--- src/logic/awr_pkg.sv ---
// Purpose: shared constants and types for the converter result and window register block
// Assumes: byte-wide registers on a 32-bit avalon-mm word bus, one register byte per word
// Notes:   offsets below are byte indices; bus byte address is four times the index
//
// Function
// - the result is a read-only 16-bit value split into a high byte 15:8 and a low byte 7:0, both zero after reset.
// - a single conversion places its 10-bit code in result bits 9:0 with the top bit at bit 9.
// - result and accumulated values are unsigned, all zeros meaning zero and all ones meaning full scale.
// - a read/write 16-bit low threshold, reset to zero, feeds the window comparator on the result.
// - a read/write 16-bit high threshold, reset to zero, feeds the same window comparator.
// - each threshold is two bytes, low byte at the base offset and high byte at base plus one.
// - while accumulating, the comparator sees only the final accumulated value, never single samples.
// - the duty select bit at bit 0 resets to 1, giving a 25 percent high converter clock for 1.5 MHz or less.
// - conversions saturate at 0x3FF (only the upper end is clamped), so totals never pass 0xFFC0 after 64 accumulations.
// - 16-bit accesses pass through one shared temporary byte so both halves are consistent.

`default_nettype none

package awr_pkg;

  // ***************************************************************
  // register byte indices
  // ***************************************************************
  localparam logic [7:0] TEMP_IDX   = 8'h0D;
  localparam logic [7:0] RESULT_IDX = 8'h10;
  localparam logic [7:0] WINLO_IDX  = 8'h12;
  localparam logic [7:0] WINHI_IDX  = 8'h14;
  localparam logic [7:0] CLKCAL_IDX = 8'h16;
  localparam logic [7:0] HIGH_BYTE  = 8'h01;

  // ***************************************************************
  // reset values and fields
  // ***************************************************************
  localparam logic [15:0] RESULT_RST = 16'h0000;
  localparam logic [15:0] WIN_RST    = 16'h0000;
  localparam logic [7:0]  TEMP_RST   = 8'h00;
  localparam logic [2:0]  CLKCAL_RST = 3'h1;
  localparam int          DUTY_BIT   = 0;
  localparam logic [9:0]  CODE_MAX   = 10'h3FF;
  localparam logic [15:0] ACC_MAX    = 16'hFFC0;
  localparam logic [6:0]  ACC_LIMIT  = 7'h40;

  // ***************************************************************
  // carriers
  // ***************************************************************
  typedef struct packed {
    logic        valid;
    logic        last;
    logic [11:0] code;
  } awr_sample_s;

  typedef struct packed {
    logic [15:0] low;
    logic [15:0] high;
  } awr_window_s;

endpackage : awr_pkg

`default_nettype wire

--- src/logic/awr_regs.sv ---
// Purpose: result, window threshold and calibration registers of the converter
// Assumes: samples arrive in the clk_in domain; at most 64 samples per accumulation
// Notes:   avalon-mm slave with one wait state on every access
//
// The Avalon-MM register port is this design's own decision.

`timescale 1ns/10ps
`default_nettype none

module awr_regs (
  // clock and reset
  input  wire logic                clk_in,
  input  wire logic                rst_b_in,
  // avalon-mm slave
  input  wire logic [9:0]          avs_address_in,
  input  wire logic                avs_read_in,
  input  wire logic                avs_write_in,
  input  wire logic [31:0]         avs_writedata_in,
  input  wire logic [3:0]          avs_byteenable_in,
  output logic      [31:0]         avs_readdata_out,
  output logic                     avs_waitrequest_out,
  output logic      [1:0]          avs_response_out,
  // converter sample stream
  input  wire awr_pkg::awr_sample_s sample_in,
  // toward comparator and clock generator
  output var awr_pkg::awr_window_s window_out,
  output logic      [15:0]         conversion_result_out,
  output logic                     result_valid_out,
  output logic                     adc_clock_duty_select_out
);

  // ***************************************************************
  // saturation
  // ***************************************************************
  function automatic logic [9:0] sat_code(input logic [11:0] raw);
    sat_code = (raw > {2'h0, awr_pkg::CODE_MAX}) ? awr_pkg::CODE_MAX : raw[9:0];
  endfunction

  // ***************************************************************
  // bus handshake: one wait state so read data come from flops
  // ***************************************************************
  logic        ack_q;
  logic        req;
  logic [7:0]  idx;
  logic        wr_hit;
  logic        rd_hit;

  assign req    = avs_read_in | avs_write_in;
  assign idx    = avs_address_in[9:2];
  assign wr_hit = avs_write_in & ack_q & avs_byteenable_in[0];
  assign rd_hit = avs_read_in & ack_q;
  assign avs_waitrequest_out = req & ~ack_q;

  always_ff @(posedge clk_in or negedge rst_b_in) begin
    if (!rst_b_in) begin
      ack_q <= 1'b0;
    end else begin
      ack_q <= req & ~ack_q;
    end
  end

  function automatic logic mapped(input logic [7:0] a);
    mapped = (a == awr_pkg::TEMP_IDX) || (a == awr_pkg::RESULT_IDX) ||
             (a == awr_pkg::RESULT_IDX + awr_pkg::HIGH_BYTE) ||
             (a == awr_pkg::WINLO_IDX) || (a == awr_pkg::WINLO_IDX + awr_pkg::HIGH_BYTE) ||
             (a == awr_pkg::WINHI_IDX) || (a == awr_pkg::WINHI_IDX + awr_pkg::HIGH_BYTE) ||
             (a == awr_pkg::CLKCAL_IDX);
  endfunction

  // ***************************************************************
  // accumulation
  // ***************************************************************
  logic [15:0] acc_q;
  logic [15:0] result_q;
  logic        result_valid_q;
  logic [15:0] acc_sum;
  logic [6:0]  acc_cnt_q;

  // a sample is clamped before it enters the sum, so 64 of them cannot overflow
  assign acc_sum = acc_q + {6'h00, sat_code(sample_in.code)};

  always_ff @(posedge clk_in or negedge rst_b_in) begin
    if (!rst_b_in) begin
      acc_q <= awr_pkg::RESULT_RST;
    end else if (sample_in.valid) begin
      acc_q <= sample_in.last ? awr_pkg::RESULT_RST : acc_sum;
    end
  end

  // samples already summed; only the checks read it, the datapath trusts the producer
  always_ff @(posedge clk_in or negedge rst_b_in) begin
    if (!rst_b_in) begin
      acc_cnt_q <= 7'h00;
    end else if (sample_in.valid) begin
      acc_cnt_q <= sample_in.last ? 7'h00 : acc_cnt_q + 7'h01;
    end
  end

  // only the final total is published, so the window never sees partial sums
  always_ff @(posedge clk_in or negedge rst_b_in) begin
    if (!rst_b_in) begin
      result_q       <= awr_pkg::RESULT_RST;
      result_valid_q <= 1'b0;
    end else begin
      result_valid_q <= sample_in.valid & sample_in.last;
      if (sample_in.valid && sample_in.last) begin
        result_q <= acc_sum;
      end
    end
  end

  assign conversion_result_out = result_q;
  assign result_valid_out      = result_valid_q;

  // ***************************************************************
  // shared temporary byte and threshold registers
  // ***************************************************************
  logic [7:0]  temp_q;
  logic [15:0] win_lo_q;
  logic [15:0] win_hi_q;
  logic [2:0]  clkcal_q;
  logic [7:0]  wbyte;

  assign wbyte = avs_writedata_in[7:0];

  // low byte read latches the high half; low byte write parks in temp
  always_ff @(posedge clk_in or negedge rst_b_in) begin
    if (!rst_b_in) begin
      temp_q <= awr_pkg::TEMP_RST;
    end else if (wr_hit && (idx == awr_pkg::TEMP_IDX || idx == awr_pkg::WINLO_IDX
                            || idx == awr_pkg::WINHI_IDX)) begin
      temp_q <= wbyte;
    end else if (rd_hit) begin
      case (idx)
        awr_pkg::RESULT_IDX: temp_q <= result_q[15:8];
        awr_pkg::WINLO_IDX: temp_q <= win_lo_q[15:8];
        awr_pkg::WINHI_IDX: temp_q <= win_hi_q[15:8];
        default:            temp_q <= temp_q;
      endcase
    end
  end

  // high byte write commits both halves at once
  always_ff @(posedge clk_in or negedge rst_b_in) begin
    if (!rst_b_in) begin
      win_lo_q <= awr_pkg::WIN_RST;
    end else if (wr_hit && idx == awr_pkg::WINLO_IDX + awr_pkg::HIGH_BYTE) begin
      win_lo_q <= {wbyte, temp_q};
    end
  end

  always_ff @(posedge clk_in or negedge rst_b_in) begin
    if (!rst_b_in) begin
      win_hi_q <= awr_pkg::WIN_RST;
    end else if (wr_hit && idx == awr_pkg::WINHI_IDX + awr_pkg::HIGH_BYTE) begin
      win_hi_q <= {wbyte, temp_q};
    end
  end

  // bits 2:1 are plain storage; bit 0 drives the converter clock duty
  always_ff @(posedge clk_in or negedge rst_b_in) begin
    if (!rst_b_in) begin
      clkcal_q <= awr_pkg::CLKCAL_RST;
    end else if (wr_hit && idx == awr_pkg::CLKCAL_IDX) begin
      clkcal_q <= wbyte[2:0];
    end
  end

  assign window_out.low            = win_lo_q;
  assign window_out.high           = win_hi_q;
  assign adc_clock_duty_select_out = clkcal_q[awr_pkg::DUTY_BIT];

  // ***************************************************************
  // read data and response
  // ***************************************************************
  logic [7:0] rbyte;

  always_comb begin
    case (idx)
      awr_pkg::TEMP_IDX:                       rbyte = temp_q;
      awr_pkg::RESULT_IDX:                     rbyte = result_q[7:0];
      awr_pkg::RESULT_IDX + awr_pkg::HIGH_BYTE: rbyte = temp_q;
      awr_pkg::WINLO_IDX:                      rbyte = win_lo_q[7:0];
      awr_pkg::WINLO_IDX + awr_pkg::HIGH_BYTE: rbyte = temp_q;
      awr_pkg::WINHI_IDX:                      rbyte = win_hi_q[7:0];
      awr_pkg::WINHI_IDX + awr_pkg::HIGH_BYTE: rbyte = temp_q;
      awr_pkg::CLKCAL_IDX:                     rbyte = {5'h00, clkcal_q};
      default:                                 rbyte = 8'h00;
    endcase
  end

  logic [31:0] rdata_q;
  logic [1:0]  resp_q;

  always_ff @(posedge clk_in or negedge rst_b_in) begin
    if (!rst_b_in) begin
      rdata_q <= 32'h0000_0000;
      resp_q  <= 2'h0;
    end else begin
      rdata_q <= (avs_read_in && !ack_q) ? {24'h000000, rbyte} : rdata_q;
      resp_q  <= (req && !ack_q) ? (mapped(idx) ? 2'h0 : 2'h2) : resp_q;
    end
  end

  assign avs_readdata_out = rdata_q;
  assign avs_response_out = resp_q;

  // ***************************************************************
  // checks
  // ***************************************************************
  AST_RESULT_RO: assert property (@(posedge clk_in) disable iff (!rst_b_in)
    !(sample_in.valid && sample_in.last) |=> $stable(result_q))
    else $error("result changed without a final sample");

  AST_CODE_SAT: assert property (@(posedge clk_in) disable iff (!rst_b_in)
    (sample_in.valid && sample_in.last && acc_q == awr_pkg::RESULT_RST) |=> result_q <= {6'h00, awr_pkg::CODE_MAX})
    else $error("single conversion exceeded ten bits");

  AST_RESULT_TOTAL: assert property (@(posedge clk_in) disable iff (!rst_b_in)
    (sample_in.valid && sample_in.last) |=> result_q == $past(acc_sum))
    else $error("result does not hold the final total");

  AST_FINAL_ONLY: assert property (@(posedge clk_in) disable iff (!rst_b_in)
    (sample_in.valid && !sample_in.last) |=> !result_valid_out)
    else $error("partial sum offered to window");

  AST_WINLO_COMMIT: assert property (@(posedge clk_in) disable iff (!rst_b_in)
    (wr_hit && idx == awr_pkg::WINLO_IDX + awr_pkg::HIGH_BYTE) |=> win_lo_q == {$past(wbyte), $past(temp_q)})
    else $error("low threshold commit wrong");

  AST_WINHI_COMMIT: assert property (@(posedge clk_in) disable iff (!rst_b_in)
    (wr_hit && idx == awr_pkg::WINHI_IDX + awr_pkg::HIGH_BYTE) |=> win_hi_q == {$past(wbyte), $past(temp_q)})
    else $error("high threshold commit wrong");

  AST_LOW_BYTE_HOLD: assert property (@(posedge clk_in) disable iff (!rst_b_in)
    (wr_hit && idx == awr_pkg::WINLO_IDX) |=> ($stable(win_lo_q) && temp_q == $past(wbyte)))
    else $error("low byte write touched threshold");

  AST_RESULT_LATCH: assert property (@(posedge clk_in) disable iff (!rst_b_in)
    (rd_hit && idx == awr_pkg::RESULT_IDX) |=> temp_q == $past(result_q[15:8]))
    else $error("result high half not latched");

  AST_DUTY: assert property (@(posedge clk_in) disable iff (!rst_b_in)
    (wr_hit && idx == awr_pkg::CLKCAL_IDX) |=> adc_clock_duty_select_out == $past(wbyte[0]))
    else $error("duty select not written");

  AST_WAIT: assert property (@(posedge clk_in) disable iff (!rst_b_in)
    ($rose(req) && !ack_q) |-> avs_waitrequest_out ##1 !avs_waitrequest_out)
    else $error("waitrequest timing wrong");

  AST_ACC_BOUND: assert property (@(posedge clk_in) disable iff (!rst_b_in)
    (acc_cnt_q < awr_pkg::ACC_LIMIT)
    |-> (acc_q <= awr_pkg::ACC_MAX))
    else $error("running sum passed the accumulation ceiling");

  AST_RESULT_BOUND: assert property (@(posedge clk_in) disable iff (!rst_b_in)
    (sample_in.valid && sample_in.last && acc_cnt_q < awr_pkg::ACC_LIMIT)
    |=> (result_q <= awr_pkg::ACC_MAX))
    else $error("published total passed the accumulation ceiling");

  AST_ACC_ADD: assert property (@(posedge clk_in) disable iff (!rst_b_in)
    (sample_in.valid && !sample_in.last && sample_in.code <= {2'h0, awr_pkg::CODE_MAX})
    |=> (acc_q == $past(acc_q) + {4'h0, $past(sample_in.code)}))
    else $error("in-range sample not added unchanged");

  AST_ACC_SAT: assert property (@(posedge clk_in) disable iff (!rst_b_in)
    (sample_in.valid && !sample_in.last && sample_in.code > {2'h0, awr_pkg::CODE_MAX})
    |=> (acc_q == $past(acc_q) + {6'h00, awr_pkg::CODE_MAX}))
    else $error("out-of-range sample not clamped");

  AST_ACC_RESTART: assert property (@(posedge clk_in) disable iff (!rst_b_in)
    (sample_in.valid && sample_in.last)
    |=> (acc_q == awr_pkg::RESULT_RST))
    else $error("sum not restarted after final sample");

  AST_ACC_IDLE: assert property (@(posedge clk_in) disable iff (!rst_b_in)
    !sample_in.valid
    |=> $stable(acc_q))
    else $error("sum moved without a sample");

  AST_VALID_AFTER_LAST: assert property (@(posedge clk_in) disable iff (!rst_b_in)
    (sample_in.valid && sample_in.last)
    |=> result_valid_out)
    else $error("final total not offered to window");

  AST_WINLO_HOLD: assert property (@(posedge clk_in) disable iff (!rst_b_in)
    !(wr_hit && idx == awr_pkg::WINLO_IDX + awr_pkg::HIGH_BYTE)
    |=> $stable(window_out.low))
    else $error("low threshold moved without a commit");

  AST_WINHI_HOLD: assert property (@(posedge clk_in) disable iff (!rst_b_in)
    !(wr_hit && idx == awr_pkg::WINHI_IDX + awr_pkg::HIGH_BYTE)
    |=> $stable(window_out.high))
    else $error("high threshold moved without a commit");

  AST_WINHI_LOW_BYTE_HOLD: assert property (@(posedge clk_in) disable iff (!rst_b_in)
    (wr_hit && idx == awr_pkg::WINHI_IDX)
    |=> ($stable(win_hi_q) && temp_q == $past(wbyte)))
    else $error("high threshold low byte write touched threshold");

  AST_WINLO_LATCH: assert property (@(posedge clk_in) disable iff (!rst_b_in)
    (rd_hit && idx == awr_pkg::WINLO_IDX)
    |=> (temp_q == $past(win_lo_q[15:8])))
    else $error("low threshold high half not latched");

  AST_WINHI_LATCH: assert property (@(posedge clk_in) disable iff (!rst_b_in)
    (rd_hit && idx == awr_pkg::WINHI_IDX)
    |=> (temp_q == $past(win_hi_q[15:8])))
    else $error("high threshold high half not latched");

  AST_RESULT_HIGH_READ: assert property (@(posedge clk_in) disable iff (!rst_b_in)
    (avs_read_in && !ack_q && idx == awr_pkg::RESULT_IDX + awr_pkg::HIGH_BYTE)
    |=> (avs_readdata_out == {24'h000000, $past(temp_q)}))
    else $error("result high byte not served from temp");

  AST_TEMP_READ: assert property (@(posedge clk_in) disable iff (!rst_b_in)
    (avs_read_in && !ack_q && idx == awr_pkg::TEMP_IDX)
    |=> (avs_readdata_out == {24'h000000, $past(temp_q)}))
    else $error("temp read data wrong");

  AST_RESULT_LOW_READ: assert property (@(posedge clk_in) disable iff (!rst_b_in)
    (avs_read_in && !ack_q && idx == awr_pkg::RESULT_IDX)
    |=> (avs_readdata_out == {24'h000000, $past(result_q[7:0])}))
    else $error("result low byte read data wrong");

  AST_CLKCAL_READ: assert property (@(posedge clk_in) disable iff (!rst_b_in)
    (avs_read_in && !ack_q && idx == awr_pkg::CLKCAL_IDX)
    |=> (avs_readdata_out[7:3] == 5'h00 && avs_readdata_out[0] == $past(adc_clock_duty_select_out)))
    else $error("calibration read data wrong");

  AST_DUTY_HOLD: assert property (@(posedge clk_in) disable iff (!rst_b_in)
    !(wr_hit && idx == awr_pkg::CLKCAL_IDX)
    |=> $stable(adc_clock_duty_select_out))
    else $error("duty select moved without a write");

  AST_NO_LANE: assert property (@(posedge clk_in) disable iff (!rst_b_in)
    (avs_write_in && !avs_byteenable_in[0])
    |=> ($stable(win_lo_q) && $stable(win_hi_q) && $stable(temp_q) && $stable(clkcal_q)))
    else $error("write without byte lane changed a register");

  AST_RDATA_UPPER: assert property (@(posedge clk_in) disable iff (!rst_b_in)
    (avs_read_in && ack_q)
    |-> (avs_readdata_out[31:8] == 24'h000000))
    else $error("upper read data bits not zero");

endmodule // awr_regs

`default_nettype wire

--- config.mk ---
export PLATFORM = sky130hd
export DESIGN_NAME = awr_regs
export DESIGN_NICKNAME = d
export VERILOG_FILES = /design/src/logic/awr_pkg.sv /design/src/logic/awr_regs.sv
export SDC_FILE = /design/constraint.sdc
export NUM_CORES = 1
export LEC_CHECK = 0
export BUFFER_PORTS_ARGS = -buffer_cell sky130_fd_sc_hd__buf_2
export CORE_MARGIN = 8
export CORE_UTILIZATION = 45
export DETAILED_ROUTE_END_ITERATION = 8
export GPL_ROUTABILITY_DRIVEN = 0
export GPL_TIMING_DRIVEN = 1
export PLACE_DENSITY = 0.72
export SYNTH_ARGS = -nofsm -noshare
export SYNTH_HDL_FRONTEND = slang
export SYNTH_SLANG_ARGS = --single-unit
--- constraint.sdc ---
create_clock -name clk_in -period 2.22 [get_ports clk_in]
set_input_delay 0 -clock clk_in [delete_from_list [all_inputs] [get_ports clk_in]]
set_output_delay 0 -clock clk_in [all_outputs]
set_load 0.01 [all_outputs]
* Word-level counts from Yosys, hierarchy flattened
Cells that the tools add are included.
** Storage, ports and cells
- Output and inout bits :: 85
- Bits of input ports :: 64
- Flip-flop bits (word level) :: 87
- Logic and storage cells :: 55
** Operators by class
- $lt $le $gt $ge :: 1
- Bitwise logic cells :: 7
- Eq/ne operators :: 8
- Muxes and demuxes :: 7
- Add/subtract/negate cells :: 1
- Reductions and logical operators :: 21
** Operator list (count)
- == test 8 x 5 -> 1 bit (second input constant) :: 7
- case mux 8 bit (5 select lines) :: 1
- case mux 8 bit (3 select lines) :: 1
- adder 16 x 10 -> 16 bit :: 1
- two-way mux 16 bit :: 1
- two-way mux 8 bit :: 2
- greater-than comparator 12 x 10 -> 1 bit (second input constant) :: 1
- two-way mux 10 bit :: 1
- logical OR 1 bit :: 9
- == test 8 x 4 -> 1 bit (second input constant) :: 1
- logical AND 1 bit :: 7
- AND 1 bit :: 5
- nonzero test 4 bit :: 1
- OR reduction 4 bit :: 1
- two-way mux 2 bit :: 1
- AND reduction 2 bit :: 1
- nonzero test 2 bit :: 1
- logical NOT 1 bit :: 1
- inverter 1 bit :: 1
- OR 1 bit :: 1

* Depth between registers and ports, before layout
- Word-level depth :: 9
- Mapped depth :: 10
- Mapped depth without buffers :: 10

* Least setup slack after synthesis
No wires, ideal clock.
- Path kind :: flip-flop to flip-flop
- Start point :: reg acc_q[0]
- End point :: reg acc_q[12]
- Setup time :: 0.118 ns
- Data required time :: 2.102 ns
- Buffers on the path :: 0
- Arrival :: 1.873 ns
- Clock period less this slack :: 1.991 ns
- Setup slack :: 0.229 ns
- Cell stages (with the launch flop) :: 10
- Cell sequence :: dfrtp_1 > ha_1 > inv_1 > fa_1 > nor2b_1 > o31a_1 > o2111ai_1 > a21oi_1 > o21ai_0 > a21o_1
** Between the ends
- Longest elaborated chain between the ends :: 2
** Ends and longest elaborated chain
- start: declaration :: RTL line awr_regs.sv:73 : logic [15:0] acc_q;
- start signal: assignment :: RTL line awr_regs.sv:84 : acc_q <= awr_pkg::RESULT_RST;
- start signal: assignment :: RTL line awr_regs.sv:86 : acc_q <= sample_in.last ? awr_pkg::RESULT_RST : acc_sum;
- adder 16 x 10 -> 16 bit :: RTL line awr_regs.sv:80 : assign acc_sum = acc_q + {6'h00, sat_code(sample_in.code)};
- two-way mux 16 bit :: RTL line awr_regs.sv:86
No other way between the ends.
A chain may end at the register's enable or synchronous reset.

* Final worst setup path
Ends and elaborated chain as after synthesis.

==> flow_metrics.env <==
export IMPL_clock_path_buffers=2
export IMPL_synth_edf_count=0
export IMPL_row_count=37
export IMPL_hp_class="primary input to flop"
export IMPL_async_flop_share_pct=100
export IMPL_yosysSeqAreaShare_pct=45.3
export IMPL_wl_met1_um=5270
export IMPL_die_area_um2=14100
export IMPL_hold_viol=0
export IMPL_tns_ns=0
export IMPL_cts_clk_slew_worst_paths_ns=0.09
export IMPL_yosys_area_top_type="dfrtp_1"
export IMPL_insertion_delay_ns=0.36
export IMPL_coreArea_um2=10300
export IMPL_critPathRequiredTime_ns=2.47
export IMPL_top_layer="met4"
export IMPL_path_class="flop to flop"
export IMPL_clock_fmax_mhz=469
export IMPL_slew_headroom_pct=61.4
export IMPL_wl_met3_um=829
export IMPL_totalWireLength_um=12300
export IMPL_hold_depth=4
export IMPL_synth_cell_types=56
export IMPL_track_usage_pct=17.3
export IMPL_synth_area_leaders="dfrtp_1 45%, mux2_2 9.2%, buf_4 4.1%"
export IMPL_setup_violations=0
export IMPL_vias_per_cell=5.49
export IMPL_run_status="complete, no violations"
export IMPL_cts_root_buffer="clkbuf_8"
export IMPL_die_w_um=119
export IMPL_cts_sinks=86
export IMPL_yosys_area_top_type_share_pct=44.8
export IMPL_slew_viol_final=0
export IMPL_grt_max_degree=46
export IMPL_antenna_cells=0
export IMPL_area_delta_synth_final_pct=20.0
export IMPL_fillCellCount=925
export IMPL_worstPathArrival_ns=2.38
export IMPL_initialDrtViolationCount=228
export IMPL_met2_length_um=5960
export IMPL_drive_gt1_share_pct=33.8
export IMPL_dp_final_hpwl_um=9180
export IMPL_fin_worst_skew_ns=0.0124
export IMPL_post_drt_wl_per_cell_um=17.5
export IMPL_total_leakage_power_uw=0.00280
export IMPL_fin_total_pwr_uw=4820
export IMPL_dp_slack_ns=-0.0521
export IMPL_timing_max_cap_violations=0
export IMPL_r2r_cells=9
export IMPL_cts_made_buffers=9
export IMPL_num_vias=3845
export IMPL_end_kind="flop"
export IMPL_worst_pin_slew_ns=0.579
export IMPL_start_util_pct=46.2
export IMPL_design_area_um2=5700
export IMPL_place_area_um2=5330
export IMPL_ys_flop_type="dfrtp_1"
export IMPL_gr_total_overflow=0
export IMPL_drc=0
export IMPL_min_period_ns=2.13
export IMPL_io_buffers=94
export IMPL_drt_first_pass_iters=4
export IMPL_final_nets=636
export IMPL_ys_ff_latch=86
export IMPL_num_io_pins=149
export IMPL_htreeDepth=3
export IMPL_syn_area_per_cell_um2=10.6
export IMPL_grt_pass1_wl_um=20000
export IMPL_grt_pass1_vias=3803
export IMPL_critPathLaunchType="flop"
export IMPL_fin_ws_ns=0.0897
export IMPL_yosys_warnings=0
export IMPL_synth_cells=447
export IMPL_die_y_um=119
export IMPL_max_vdd_ir_drop_v=0.000422
export IMPL_cts_tree="yes"
export IMPL_synth_common_cells="85 x dfrtp_1, 39 x mux2_2, 38 x nand2_1"
export IMPL_cellPowerDensity_nw_per_um2=845
export IMPL_yosysMostFrequentCell="dfrtp_1"
export IMPL_syn_area_um2=4750
export IMPL_antenna_found_initial=0
export IMPL_min_period_over_period_pct=96.0
export IMPL_postRouteAntennaNets=0
export IMPL_cp_max_fo=3
==> path summary, 6_finish.rpt <==
kind,start,to,slack (ns)
worst max-delay path,acc_q[0],acc_q[12],0.09
worst min-delay path,sample_in[0],acc_q[0],0.17
worst max register to register,acc_q[0],acc_q[12],0.09
worst min register to register,acc_q[9],acc_q[9],0.50
max in group asynchronous,rst_b_in,clkcal_q[0],1.35
min in group asynchronous,rst_b_in,avs_response_out[1],0.18
==> layout make-up <==
type / count / area [um^2] / share of cell area, %
Clock inverter: 7 / 63.8 / 1.12
Clock buffer: 9 / 124 / 2.17
Sequential cell: 86 / 2150 / 37.8
Tap cell: 136 / 170 / 2.99
Inverter: 14 / 52.6 / 0.922
Multi-Input combinational cell: 326 / 2400 / 42.1
Timing Repair Buffer: 123 / 736 / 12.9
==> routing by layer <==
layer  track usage (%)  vias to the layer above
met5                 0                        -
met4              5.77                        0
met3              4.38                       19
met2              28.6                      127
met1              21.5                     1903
li1                  -                     1796
==> worst max-delay path: stages, from the launching register on <==
cell	delay (ns)
dfrtp_1	0.36
ha_1	0.18
inv_1	0.06
fa_2	0.33
nor2b_1	0.17
o31a_1	0.24
o2111ai_4	0.18
a21oi_2	0.24
o21ai_0	0.10
a21o_1	0.18
==> sequential cells by signal (all words and copies together), names as in the netlist <==
name                   count
avs_readdata_out           8
avs_response_out           1
win_lo_q                  16
temp_q                     8
acc_q                     16
clkcal_q                   3
conversion_result_out     16
result_valid_out           1
win_hi_q                  16
ack_q                      1
==> power by group <==
part	switching (uW)	internal, uW	leakage, uW
Combinational	973	759	0.00157
Clock	633	435	0.0000907
Sequential	225	1790	0.00114
==> kinds of logic after synthesis <==
| family | after synthesis | synth area share [%] |
|---|---|---|
| compound gates | 112 | 15.4 |
| simple gates | 110 | 13.0 |
| flops | 86 | 45.3 |
| buf+inv | 59 | 6.96 |
| mux | 55 | 13.8 |
| fa+ha+maj | 12 | 3.32 |
| xor+xnor | 12 | 2.21 |
| other cells | 1 | 0.0790 |
==> layout by cell type (no fill, tap or decap), types with 2 or more instances in the layout <==
cell type	netlist	routed
a21o_1	4	4
a21oi_1	22	18
a21oi_2	0	4
a22oi_1	8	8
and3_1	3	3
buf_2	9	93
buf_4	26	16
clkbuf_8	0	9
clkinvlp_4	0	2
conb_1	1	25
dfrtp_1	85	85
dlygate4sd3_1	0	13
ha_1	11	11
inv_1	13	13
inv_6	0	3
inv_8	0	2
mux2_1	5	5
mux2_2	39	39
mux2_4	2	2
mux2i_1	6	6
mux4_2	3	3
nand2_1	38	38
nand3_1	2	2
nand4_1	4	4
nand4_4	3	3
nor2_1	24	24
nor2b_1	6	6
nor3_1	7	7
o21a_1	3	3
o21ai_0	34	32
o21ai_1	5	7
o221ai_1	8	8
o2bb2ai_1	7	7
o31a_1	8	8
o31ai_1	4	2
o31ai_2	1	3
or3_1	13	13
xnor2_1	8	8
xor2_1	4	4
==> per-stage QoR <==
| stage | cells | hold WS [ns] | utilization (%) |
|---|---|---|---|
| 6_report | 701 | 0.169 | 55.5 |
| 4_1_cts | 700 | 0.154 | 54.9 |
| 3_3_place_gp | 671 | 0.0388 | 51.9 |
| 3_5_place_dp | 671 | 0.0463 | 51.9 |
| 5_1_grt | 701 | 0.170 | 55.5 |
| 2_1_floorplan | 471 | -0.296 | - |
==> repair_timing <==
item / CTS / global route
hold buffers: 13 / 0
buffers inserted: 0 / 1
setup endpoints to repair: 0 / 11
endpoints found under the hold margin: 76 / 0
resized for setup: 0 / 11
Note: power is estimated with default switching activity, not from simulation.
